--- src/cmi_defs.svh ---
// constants of the correlator multiply and integrate block
// assumes a 200 MHz core clock; included by the core module only
`ifndef CMI_DEFS_SVH
`define CMI_DEFS_SVH

// clock and timing figures in ns
`define CMI_CLK_NS 5
`define CMI_TICK_NS 92800
`define CMI_BLANK_NS 640
`define CMI_SHORT_NS 92160
// cycle counts: event period exact, blanking rounded up
`define CMI_TICK_CYC (`CMI_TICK_NS / `CMI_CLK_NS)
`define CMI_BLANK_CYC ((`CMI_BLANK_NS + `CMI_CLK_NS - 1) / `CMI_CLK_NS)
`define CMI_SHORT_CYC (`CMI_SHORT_NS / `CMI_CLK_NS)

// datapath widths and field positions
`define CMI_CNT_W 14
`define CMI_HOLD_W 12
`define CMI_HOLD_LSB 2
`define CMI_SUM_W 24
`define CMI_SLOT_DW 25
`define CMI_OVF_BIT 24
`define CMI_SLOTS 32
`define CMI_SLOT_AW 5
`define CMI_EVT_W 10
`define CMI_VS_W 32
`define CMI_PH_W 15

// default event count at which the dump task runs
`define CMI_TASK_DUMP 2

// offset product codes
`define CMI_PROD_NEG 2'h0
`define CMI_PROD_ZERO 2'h1
`define CMI_PROD_POS 2'h2

`endif

--- src/cmi_pkg.sv ---
// types shared by the correlator multiply and integrate block
// assumes cmi_defs.svh sits in the include path
`default_nettype none

package cmi_pkg;
    // integrator sequencer, one-bit steps out of idle and within acc and dump, two-bit steps back to idle
    typedef enum logic [2:0] {
        CMI_IDLE = 3'h0,
        CMI_ACC_RD = 3'h1,
        CMI_ACC_WR = 3'h3,
        CMI_DMP_WR = 3'h6,
        CMI_DMP_RD = 3'h2
    } cmi_seq_t;
endpackage

`default_nettype wire

--- src/cmi_slot_ram.sv ---
// small slot memory with one write port and a registered read port
// assumes one clock; read data appear one cycle after rd_en
`default_nettype none

module cmi_slot_ram #(
    parameter int AW = 5,
    parameter int DW = 25
) (
    input wire logic core_clk,
    input wire logic wr_en,
    input wire logic [AW-1:0] wr_addr,
    input wire logic [DW-1:0] wr_data,
    input wire logic rd_en,
    input wire logic [AW-1:0] rd_addr,
    output logic [DW-1:0] rd_data
);
    logic [DW-1:0] mem [0:(1<<AW)-1];

    // write and registered read
    always_ff @(posedge core_clk) begin
        if (wr_en) begin
            mem[wr_addr] <= wr_data;
        end
        if (rd_en) begin
            rd_data <= mem[rd_addr];
        end
    end
endmodule

`default_nettype wire

--- src/cmi_core.sv ---
// correlator cell with offset multiply, short integration, serial dump
// and long-term slot integrator with storage section
// assumes sample streams and host strobes on core_clk, gate/waveguide/invalid from pins
`include "cmi_defs.svh"
`default_nettype none

// Function
// RULE1: samples arrive as plus/minus flag codes
// RULE2: product plus one: 2, 1 or 0
// RULE3: 14-bit up counter per 92.16 us period
// RULE4: keep upper 12 bits in holding register
// RULE5: shift holding register out during next period
// RULE6: processor subtracts sample count from results
// RULE7: long integration sums 12-bit results, up to 10 s
// RULE8: 24-bit sum plus overflow flag bit
// RULE9: separate slots for 32 recirculation periods
// RULE10: dump moves sums to storage, bounded time
// RULE11: storage readable while integration continues
// RULE12: divider raises event every 92.8 us
// RULE13: events counted, cleared each waveguide cycle
// RULE14: task runs at its assigned event count
// RULE15: data invalid disables multiplier to integrator path
// RULE16: dump starts at blanking event after host command
// RULE17: count samples contributing to each integration
// RULE18: counters hold during blanking and gated intervals
module cmi_core #(
    parameter int TICK_CYC = `CMI_TICK_CYC,
    parameter int BLANK_CYC = `CMI_BLANK_CYC,
    parameter int TASK_DUMP = `CMI_TASK_DUMP
) (
    input wire logic core_clk,
    input wire logic sys_rst,
    input wire logic smp_vld,
    input wire logic a_pos,
    input wire logic a_neg,
    input wire logic b_pos,
    input wire logic b_neg,
    input wire logic gate_pin,
    input wire logic wg_pin,
    input wire logic dinv_pin,
    input wire logic [`CMI_SLOT_AW-1:0] rcl_slot,
    input wire logic dump_cmd,
    input wire logic st_rd_en,
    input wire logic [`CMI_SLOT_AW-1:0] st_rd_addr,
    output logic [`CMI_SLOT_DW-1:0] st_rd_data,
    output logic ser_dat,
    output logic ser_vld,
    output logic tick_evt,
    output logic [`CMI_EVT_W-1:0] evt_cnt,
    output logic dump_busy,
    output logic dump_done,
    output logic [`CMI_VS_W-1:0] vs_count
);
    localparam int SW = `CMI_SLOT_DW;
    localparam int AW = `CMI_SLOT_AW;
    // offset product of two three-level codes; both flags set reads as zero
    function automatic logic [1:0] cmi_prod(input logic ap, input logic an, input logic bp, input logic bn);
        logic az;
        logic bz;
        az = (ap == an);
        bz = (bp == bn);
        if (az || bz) begin
            cmi_prod = `CMI_PROD_ZERO; // RULE1
        end else if (ap == bp) begin
            cmi_prod = `CMI_PROD_POS; // RULE2
        end else begin
            cmi_prod = `CMI_PROD_NEG; // RULE2
        end
    endfunction
    // pin synchronisers: gate, waveguide, data invalid
    logic [2:0] pin_in;
    logic [2:0] s1_ff, s2_ff, s3_ff, lvl_ff, wg_prev_ff;
    logic [2:0] nxt_lvl;
    assign pin_in = {dinv_pin, wg_pin, gate_pin};
    always_comb begin
        for (int i = 0; i < 3; i++) begin
            nxt_lvl[i] = (s2_ff[i] == s3_ff[i]) ? s3_ff[i] : lvl_ff[i];
        end
    end

    always_ff @(posedge core_clk or posedge sys_rst) begin
        if (sys_rst) begin
            s1_ff <= 3'h0;
            s2_ff <= 3'h0;
            s3_ff <= 3'h0;
            lvl_ff <= 3'h0;
            wg_prev_ff <= 3'h0;
        end else begin
            s1_ff <= pin_in;
            s2_ff <= s1_ff;
            s3_ff <= s2_ff;
            lvl_ff <= nxt_lvl;
            wg_prev_ff <= lvl_ff;
        end
    end
    logic gate_ok, wg_rise, dinv;
    assign gate_ok = lvl_ff[0];
    assign wg_rise = lvl_ff[1] & ~wg_prev_ff[1];
    assign dinv = lvl_ff[2];
    // timing: phase divider, event count, multiplier counter, serial out
    logic [`CMI_PH_W-1:0] ph_ff, nxt_ph;
    logic tick_ff, nxt_tick;
    logic [`CMI_EVT_W-1:0] evt_ff, nxt_evt;
    logic [`CMI_CNT_W-1:0] cnt_ff, nxt_cnt;
    logic [`CMI_HOLD_W-1:0] hold_ff, nxt_hold;
    logic [3:0] sidx_ff, nxt_sidx;
    logic ser_dat_ff, nxt_ser_dat, ser_vld_ff, nxt_ser_vld;
    logic [`CMI_VS_W-1:0] vs_ff, nxt_vs;
    logic blank, acc_en;
    logic [1:0] prod;
    logic [`CMI_CNT_W:0] cnt_sum;
    assign blank = (ph_ff < `CMI_PH_W'(BLANK_CYC));
    assign acc_en = smp_vld & ~blank & gate_ok & ~dinv; // RULE18
    assign prod = cmi_prod(a_pos, a_neg, b_pos, b_neg);
    assign cnt_sum = {1'b0, cnt_ff} + {{(`CMI_CNT_W-1){1'b0}}, prod};
    always_comb begin
        nxt_tick = (ph_ff == `CMI_PH_W'(TICK_CYC - 1)); // RULE12
        nxt_ph = nxt_tick ? '0 : ph_ff + `CMI_PH_W'(1);
        nxt_evt = evt_ff;
        if (wg_rise) begin
            nxt_evt = '0; // RULE13
        end else if (tick_ff) begin
            nxt_evt = evt_ff + `CMI_EVT_W'(1); // RULE13
        end
        nxt_cnt = cnt_ff;
        nxt_hold = hold_ff;
        nxt_sidx = sidx_ff;
        nxt_ser_vld = 1'b0;
        nxt_ser_dat = 1'b0;
        if (tick_ff) begin
            nxt_hold = cnt_ff[`CMI_CNT_W-1:`CMI_HOLD_LSB]; // RULE4
            nxt_cnt = '0; // RULE3
            nxt_sidx = 4'hC;
        end else if (acc_en) begin
            // saturate rather than wrap on a full-scale period
            nxt_cnt = cnt_sum[`CMI_CNT_W] ? '1 : cnt_sum[`CMI_CNT_W-1:0]; // RULE3
        end
        if (!tick_ff && sidx_ff != 4'h0) begin
            nxt_ser_vld = 1'b1; // RULE5
            nxt_ser_dat = hold_ff[sidx_ff - 4'h1]; // RULE5
            nxt_sidx = sidx_ff - 4'h1;
        end
        nxt_vs = vs_ff + `CMI_VS_W'(acc_en); // RULE17
    end

    always_ff @(posedge core_clk or posedge sys_rst) begin
        if (sys_rst) begin
            ph_ff <= '0;
            tick_ff <= 1'b0;
            evt_ff <= '0;
            cnt_ff <= '0;
            hold_ff <= '0;
            sidx_ff <= 4'h0;
            ser_dat_ff <= 1'b0;
            ser_vld_ff <= 1'b0;
        end else begin
            ph_ff <= nxt_ph;
            tick_ff <= nxt_tick;
            evt_ff <= nxt_evt;
            cnt_ff <= nxt_cnt;
            hold_ff <= nxt_hold;
            sidx_ff <= nxt_sidx;
            ser_dat_ff <= nxt_ser_dat;
            ser_vld_ff <= nxt_ser_vld;
        end
    end

    // integrator sequencer: accumulate one slot per event, dump on command
    cmi_pkg::cmi_seq_t st_ff, nxt_st;
    logic acc_pend_ff, nxt_acc_pend, dmp_pend_ff, nxt_dmp_pend, req_ff, nxt_req;
    logic [AW-1:0] slot_ff, nxt_slot, idx_ff, nxt_idx;
    logic busy_ff, nxt_busy, done_ff, nxt_done;
    logic [`CMI_VS_W-1:0] vs_out_ff, nxt_vs_out;
    logic i_we, i_re, s_we;
    logic [AW-1:0] i_wa, i_ra;
    logic [SW-1:0] i_wd, i_rd;
    logic [`CMI_SUM_W:0] acc_sum;
    assign acc_sum = {1'b0, i_rd[`CMI_SUM_W-1:0]} + (`CMI_SUM_W+1)'(hold_ff); // RULE7
    always_comb begin
        nxt_st = st_ff;
        nxt_acc_pend = acc_pend_ff;
        nxt_dmp_pend = dmp_pend_ff;
        nxt_req = req_ff;
        nxt_slot = slot_ff;
        nxt_idx = idx_ff;
        nxt_done = 1'b0;
        nxt_vs_out = vs_out_ff;
        i_we = 1'b0;
        i_re = 1'b0;
        s_we = 1'b0;
        i_wa = slot_ff;
        i_ra = slot_ff;
        i_wd = '0;
        case (st_ff)
            cmi_pkg::CMI_IDLE: begin
                if (acc_pend_ff) begin
                    nxt_st = cmi_pkg::CMI_ACC_RD;
                    nxt_acc_pend = 1'b0;
                end else if (dmp_pend_ff) begin
                    nxt_st = cmi_pkg::CMI_DMP_RD;
                    nxt_dmp_pend = 1'b0;
                    nxt_idx = '0;
                end
            end
            cmi_pkg::CMI_ACC_RD: begin
                i_re = 1'b1;
                nxt_st = cmi_pkg::CMI_ACC_WR;
            end
            cmi_pkg::CMI_ACC_WR: begin
                i_we = 1'b1;
                // wrap the sum, overflow flag stays set until dumped
                i_wd = {i_rd[`CMI_OVF_BIT] | acc_sum[`CMI_SUM_W], acc_sum[`CMI_SUM_W-1:0]}; // RULE8
                nxt_st = cmi_pkg::CMI_IDLE;
            end
            cmi_pkg::CMI_DMP_RD: begin
                i_re = 1'b1;
                i_ra = idx_ff;
                nxt_st = cmi_pkg::CMI_DMP_WR;
            end
            cmi_pkg::CMI_DMP_WR: begin
                s_we = 1'b1; // RULE10
                i_we = 1'b1;
                i_wa = idx_ff;
                i_wd = '0;
                nxt_idx = idx_ff + AW'(1);
                if (idx_ff == AW'(`CMI_SLOTS - 1)) begin
                    nxt_st = cmi_pkg::CMI_IDLE;
                    nxt_done = 1'b1;
                end else begin
                    nxt_st = cmi_pkg::CMI_DMP_RD;
                end
            end
            default: begin
                nxt_st = cmi_pkg::CMI_IDLE;
            end
        endcase
        nxt_busy = (nxt_st == cmi_pkg::CMI_DMP_RD) || (nxt_st == cmi_pkg::CMI_DMP_WR);
        // events: set wins over the clear above
        if (tick_ff && !dinv) begin
            nxt_acc_pend = 1'b1; // RULE15
            nxt_slot = rcl_slot; // RULE9
        end
        if (tick_ff && req_ff && evt_ff == `CMI_EVT_W'(TASK_DUMP)) begin
            nxt_dmp_pend = 1'b1; // RULE14 RULE16
            nxt_req = 1'b0;
            nxt_vs_out = vs_ff; // RULE17
        end
        if (dump_cmd) begin
            nxt_req = 1'b1; // RULE16
        end
    end

    always_ff @(posedge core_clk or posedge sys_rst) begin
        if (sys_rst) begin
            st_ff <= cmi_pkg::CMI_IDLE;
            acc_pend_ff <= 1'b0;
            dmp_pend_ff <= 1'b0;
            req_ff <= 1'b0;
            slot_ff <= '0;
            idx_ff <= '0;
            busy_ff <= 1'b0;
            done_ff <= 1'b0;
            vs_ff <= '0;
            vs_out_ff <= '0;
        end else begin
            st_ff <= nxt_st;
            acc_pend_ff <= nxt_acc_pend;
            dmp_pend_ff <= nxt_dmp_pend;
            req_ff <= nxt_req;
            slot_ff <= nxt_slot;
            idx_ff <= nxt_idx;
            busy_ff <= nxt_busy;
            done_ff <= nxt_done;
            // sample count restarts with each long integration
            vs_ff <= (nxt_vs_out != vs_out_ff || (tick_ff && nxt_dmp_pend && !dmp_pend_ff)) ?
                `CMI_VS_W'(acc_en) : nxt_vs;
            vs_out_ff <= nxt_vs_out;
        end
    end

    // integrating section and storage section
    cmi_slot_ram #(.AW(AW), .DW(SW)) u_integ (
        .core_clk(core_clk),
        .wr_en(i_we),
        .wr_addr(i_wa),
        .wr_data(i_wd),
        .rd_en(i_re),
        .rd_addr(i_ra),
        .rd_data(i_rd)
    );
    cmi_slot_ram #(.AW(AW), .DW(SW)) u_store (
        .core_clk(core_clk),
        .wr_en(s_we),
        .wr_addr(idx_ff),
        .wr_data(i_rd),
        .rd_en(st_rd_en), // RULE11
        .rd_addr(st_rd_addr),
        .rd_data(st_rd_data)
    );
    // outputs straight from flip-flops
    assign ser_dat = ser_dat_ff;
    assign ser_vld = ser_vld_ff;
    assign tick_evt = tick_ff;
    assign evt_cnt = evt_ff;
    assign dump_busy = busy_ff;
    assign dump_done = done_ff;
    assign vs_count = vs_out_ff;
    // checks
    tick_gap_a: assert property (@(posedge core_clk) disable iff (sys_rst)
        tick_ff |-> ##1 (!tick_ff)[*8]) else $error("event repeated too soon"); // RULE12
    tick_phase_a: assert property (@(posedge core_clk) disable iff (sys_rst)
        tick_ff |-> ph_ff == '0) else $error("event off phase zero"); // RULE12
    blank_hold_a: assert property (@(posedge core_clk) disable iff (sys_rst)
        (ph_ff > 1 && blank) |-> $stable(cnt_ff)) else $error("counter moved in blanking"); // RULE18
    hold_take_a: assert property (@(posedge core_clk) disable iff (sys_rst)
        tick_ff |=> hold_ff == $past(cnt_ff[`CMI_CNT_W-1:`CMI_HOLD_LSB])) else $error("bad hold"); // RULE4
    cnt_clear_a: assert property (@(posedge core_clk) disable iff (sys_rst)
        tick_ff |=> cnt_ff == '0) else $error("counter not cleared"); // RULE3
    prod_add_a: assert property (@(posedge core_clk) disable iff (sys_rst)
        (acc_en && !tick_ff && !cnt_sum[`CMI_CNT_W]) |=> cnt_ff == $past(cnt_sum[`CMI_CNT_W-1:0]))
        else $error("wrong product sum"); // RULE2
    ser_run_a: assert property (@(posedge core_clk) disable iff (sys_rst)
        tick_ff |=> ##1 ser_vld_ff[*8] ##1 ser_vld_ff[*4] ##1 !ser_vld_ff) else $error("bad shift out"); // RULE5
    dump_cause_a: assert property (@(posedge core_clk) disable iff (sys_rst)
        $rose(busy_ff) |-> $past(dmp_pend_ff)) else $error("dump without command"); // RULE16
    dinv_gate_a: assert property (@(posedge core_clk) disable iff (sys_rst)
        (tick_ff && dinv && !acc_pend_ff && st_ff == cmi_pkg::CMI_IDLE) |=> !acc_pend_ff)
        else $error("invalid period reached integrator"); // RULE15
    evt_clear_a: assert property (@(posedge core_clk) disable iff (sys_rst)
        wg_rise |=> evt_ff == '0) else $error("event count not cleared"); // RULE13
    dump_len_a: assert property (@(posedge core_clk) disable iff (sys_rst)
        $rose(busy_ff) |-> ##[63:66] done_ff) else $error("dump length wrong"); // RULE10
    serial_c: cover property (@(posedge core_clk) disable iff (sys_rst) tick_ff ##1 ser_vld_ff);
    accum_c: cover property (@(posedge core_clk) disable iff (sys_rst) st_ff == cmi_pkg::CMI_ACC_WR);
    dump_c: cover property (@(posedge core_clk) disable iff (sys_rst) done_ff);
endmodule

`default_nettype wire

--- config.mk ---
export PLATFORM = sky130hd
export DESIGN_NAME = cmi_core
export DESIGN_NICKNAME = d
export VERILOG_FILES = /design/src/cmi_pkg.sv /design/src/cmi_slot_ram.sv /design/src/cmi_core.sv
export VERILOG_INCLUDE_DIRS = /design/src
export SDC_FILE = /design/constraint.sdc
export NUM_CORES = 2
export LEC_CHECK = 0
export BUFFER_PORTS_ARGS = -buffer_cell sky130_fd_sc_hd__buf_2
export CAP_MARGIN = 20
export CORE_UTILIZATION = 45
export DETAILED_ROUTE_END_ITERATION = 10
export PLACE_DENSITY = 0.57
export SLEW_MARGIN = 25
export SYNTH_ARGS = -nofsm -noshare
export SYNTH_HDL_FRONTEND = slang
export SYNTH_SLANG_ARGS = --single-unit
--- constraint.sdc ---
create_clock -name core_clk -period 5.3 [get_ports core_clk]
set_clock_uncertainty 0.05 [all_clocks]
set_input_delay 0.53 -clock core_clk [delete_from_list [all_inputs] [get_ports core_clk]]
set_output_delay 0.53 -clock core_clk [all_outputs]
set_load 0.02 [all_outputs]
==> results.md <==
- Routed wire length: 189,000 µm
- Sequential Area: 0.0534 mm²
- Critical path type: reg -> reg
- Die Y: 401 µm
- Vias per cell: 5.87
- WP data arrival: 5040 ps
- Post-DP HPWL: 107,000 µm
- Final setup fails: 0
- Hold Crit Start: rcl_slot[4]
- Slowest-stage cell, CP: a222oi_1
- # resized after CTS: 0
- Die area: 0.161 mm²
- Post-CTS setup buffers: 0
- Mapped Area: 0.0717 mm²
- Area Overhead vs Synth: 14.1%
- Worst Hold Depth: 3
- Post-synth net total: 4,176
- # rows: 146
- Placed cell count: 6,251
- Synth unique cells: 69
- Clock Tree Buf Depth: 3
- RR Endpoint: u_integ.rd_data[7]
- Post-synthesis compound-gate area fraction: 0.0369
- Synth Area in XOR/XNOR: 0.0106
- CP Capture Type: flop
- Gr busiest metal: met2
- I/O pin cnt: 94
- Slew Limit Fails: 0
- GR Util met1: 0.330
- GRT Util Overall: 0.235
- Cell family with the largest share of critical-path delay: simple AND/OR/NAND/NOR gates
- Core Util, Final: 0.517
- Clock buffers created by TritonCTS: 182
- Worst flop-to-flop path startpoint: st_ff[0]
- DRC errors left: 0
- Routed via count: 38,700
- Leak Pwr: 22.3 nW
- GRT overflow: 0
- Pwr Total: 28.2 mW
- TritonRoute pass-1 iters: 9
- Core area: 0.158 mm²
- Starting Density: 0.453
- Routed len/inst: 28.7 µm
- Total negative slack: 0 ps
- Unrepaired setup endpoints after global routing: false
- Reg2Reg Depth: 6
- Post-route insts no fill: 6,598
- First-pass GRT wire length: 273,000 µm
- Final Cycle Share: 0.842
- Clock Pin Slew Worst Setup and Hold Paths: 60 ps
- ANT nets after route: 0
- CP required: 5870 ps
- Mux contribution to synthesized area: 0.123
- Met3 GRT Util: 0.0345
- Area of the multi-input gates: 0.0178 mm²
- Hold worst-path end: slot_ff[4]
- IO buf count: 93
- Top_reg_cell synth: edfxtp_1
- Worst VDD drop: 0.000349 V
- Gpl congestion: 0.829
- Max Cap Viol: 0
- Hold WC Path Type: in -> reg
- Flip-flop and latch count after synthesis: 1,803
- Worst Path Max Fanout: 77
- Die X: 401 µm
- Crit path cell chain: or3b_4 -> buf_4 -> mux2_4 -> nor2_4 -> a222oi_1 -> nor3b_2
- Fmax: 224 MHz
- Status: finished, final reports clean
- Clk_lat worst skew: 800 ps
- Fraction of layout cells with a size suffix above 1: 0.226
- Avg Synthesized Cell Area: 17.4 µm²
- Post-synth ARST share: 0.0849
- Measured slew at the worst slew-check pin: 1260 ps
- Cts hold-fix bufs: 8
- GR Layer Usage met2: 0.381
- Largest net degree at the start of global routing: 154
- CP bufs+invs: 1
- Cells after synthesis: 4,127
- Post-layout min period: 4460 ps
- Post-Synth Simple-Gate Area: 0.0641
- Initial antenna violation count: 9
- CTS tree: yes
- Vias in the first global route: 37,900
- Post-synth EDFFs: 1,650
- Layout Nets: 4,422
- Power Density: 344 mW/mm²
- H-tree depth: 4
- CTS sink cnt: 1,803
- Largest family of logic cells by synthesized area: multiplexers
- CP peak stage delay: 1150 ps
- DR iter-0 viols: 3,790
- Clk root buf: clkbuf_16
- Flop-to-flop setup slack: 840 ps
- CP Launch Type: flop
- Adder-cell share of the synthesized area: 0.00534
- Number of fill cells: 12,800
- Register area share after synthesis: 0.745
- Synthesis Warnings: 0
- Final hold violation count: 0
- Slew headroom: 0.159
## worst min-delay path, delay by kind of cell
kind / cells / cell delay, ps
AND/OR/NAND/NOR: 1 / 120
AO/OA/AOI/OAI: 1 / 100
buffers and inverters: 1 / 80
## worst max-delay path by stage
stage | slack (ps) | end | startpoint | cells past startpoint
2_1_floorplan | 600 | acc_pend_ff | sys_rst | 1
3_3_place_gp | 910 | u_integ.rd_data[6] | st_ff[1] | 7
3_5_place_dp | 940 | u_integ.rd_data[22] | st_ff[0] | 9
4_1_cts | 940 | u_integ.rd_data[22] | st_ff[0] | 9
5_1_grt | 740 | u_integ.rd_data[22] | st_ff[0] | 9
6_report | 840 | u_integ.rd_data[7] | st_ff[0] | 6
## placed cells by master, fill, tap and decap left out, types with 27 or more instances in the layout
cell type | Yosys | routed
a21oi_1 | 46 | 45
a31oi_1 | 57 | 55
a32oi_1 | 77 | 77
buf_2 | 51 | 91
buf_4 | 10 | 161
clkbuf_1 | 121 | 52
clkbuf_16 | 0 | 189
clkinv_1 | 1 | 37
clkinv_2 | 0 | 28
dfrtp_1 | 153 | 151
edfxtp_1 | 1650 | 1650
inv_1 | 37 | 36
mux2_2 | 120 | 118
mux2i_1 | 176 | 174
mux4_2 | 253 | 253
nand2_1 | 403 | 401
nand3_1 | 89 | 89
nand4_1 | 54 | 54
nor2_1 | 341 | 260
nor2_2 | 3 | 34
nor2_4 | 0 | 50
o21ai_0 | 77 | 77
o22ai_1 | 27 | 27
xnor2_1 | 54 | 54
xor2_1 | 33 | 33
## stage by stage
step	instance area [µm²]	hold slack, ps	setup WS (ps)
floorplan	71700	281	599
global placement	75800	285	914
detailed placement	75800	285	942
CTS	81700	15.5	941
global route	81800	67.4	742
finish	81800	43.9	836
## layout make-up
type / instances / area share
well taps: 2072 / 0.0317
clock buffers: 245 / 0.0609
flip-flops and latches: 1803 / 0.653
diodes: 1 / 0.0000306
clock inverters: 91 / 0.00997
inverters: 38 / 0.00180
multi-input cells: 2070 / 0.217
repair buffers: 278 / 0.0256
## sequential cells by signal, summed over array words and instances, names as in the netlist, 14 cells and up
name,flops
u_integ.mem,800
cnt_ff,14
u_integ.rd_data,25
u_store.rd_data,25
vs_ff,32
u_store.mem,800
ph_ff,15
vs_count,32
## synthesized netlist by cell type (4+ instances only)
| library cell | number | share of area |
|---|---|---|
| xor2_1 | 33 | 0.0040 |
| a311oi_1 | 13 | 0.0016 |
| or2_2 | 5 | 0.00044 |
| mux2_2 | 120 | 0.019 |
| nand4_1 | 54 | 0.0047 |
| nand3_1 | 89 | 0.0062 |
| mux4_2 | 253 | 0.079 |
| a41oi_1 | 4 | 0.00049 |
| or3_1 | 9 | 0.00079 |
| nor3b_2 | 20 | 0.0035 |
| nor4_1 | 10 | 0.00087 |
| edfxtp_1 | 1650 | 0.69 |
| and4_1 | 8 | 0.00098 |
| nand2_1 | 403 | 0.021 |
| o22ai_1 | 27 | 0.0024 |
| nor2_1 | 341 | 0.018 |
| and3_1 | 11 | 0.00096 |
| o21ai_0 | 77 | 0.0054 |
| mux2i_1 | 176 | 0.025 |
| dfrtp_1 | 153 | 0.053 |
| xnor2_1 | 54 | 0.0066 |
| nor3b_1 | 6 | 0.00063 |
| clkbuf_1 | 121 | 0.0063 |
| and2_1 | 9 | 0.00079 |
| buf_6 | 5 | 0.00079 |
| nand2b_1 | 5 | 0.00044 |
| a32oi_1 | 77 | 0.0094 |
| buf_2 | 51 | 0.0036 |
| buf_1 | 28 | 0.0015 |
| a222oi_1 | 25 | 0.0035 |
| a31oi_1 | 57 | 0.0050 |
| buf_4 | 10 | 0.0010 |
| nor3_1 | 26 | 0.0018 |
| or4_1 | 9 | 0.00094 |
| o211ai_1 | 7 | 0.00073 |
| nor2b_1 | 11 | 0.00096 |
| inv_1 | 37 | 0.0019 |
| ha_1 | 25 | 0.0044 |
| a21oi_1 | 46 | 0.0032 |
| a21o_1 | 12 | 0.0013 |
## logic make-up after synthesis
kind of cell | Yosys count
flops | 1803
simple gates | 1026
mux | 550
compound gates | 377
buf+inv | 254
xor+xnor | 87
fa+ha+maj | 30
## layer usage
layer | vias to the layer above | part of all wire
met1 | 20400 | 0.43
met4 | 0 | 0.027
li1 | 16800 | -
met2 | 1311 | 0.49
met5 | - | 0
met3 | 271 | 0.060
## where the power goes
part	switching [mW]	internal, mW	total, mW	leakage (nW)
clock	5.35	7.22	12.6	2.82
sequential	0.00471	15.3	15.3	12.4
combinational	0.168	0.106	0.273	7.16
total	5.52	22.6	28.2	22.3
(Power assumes the default switching activity.)
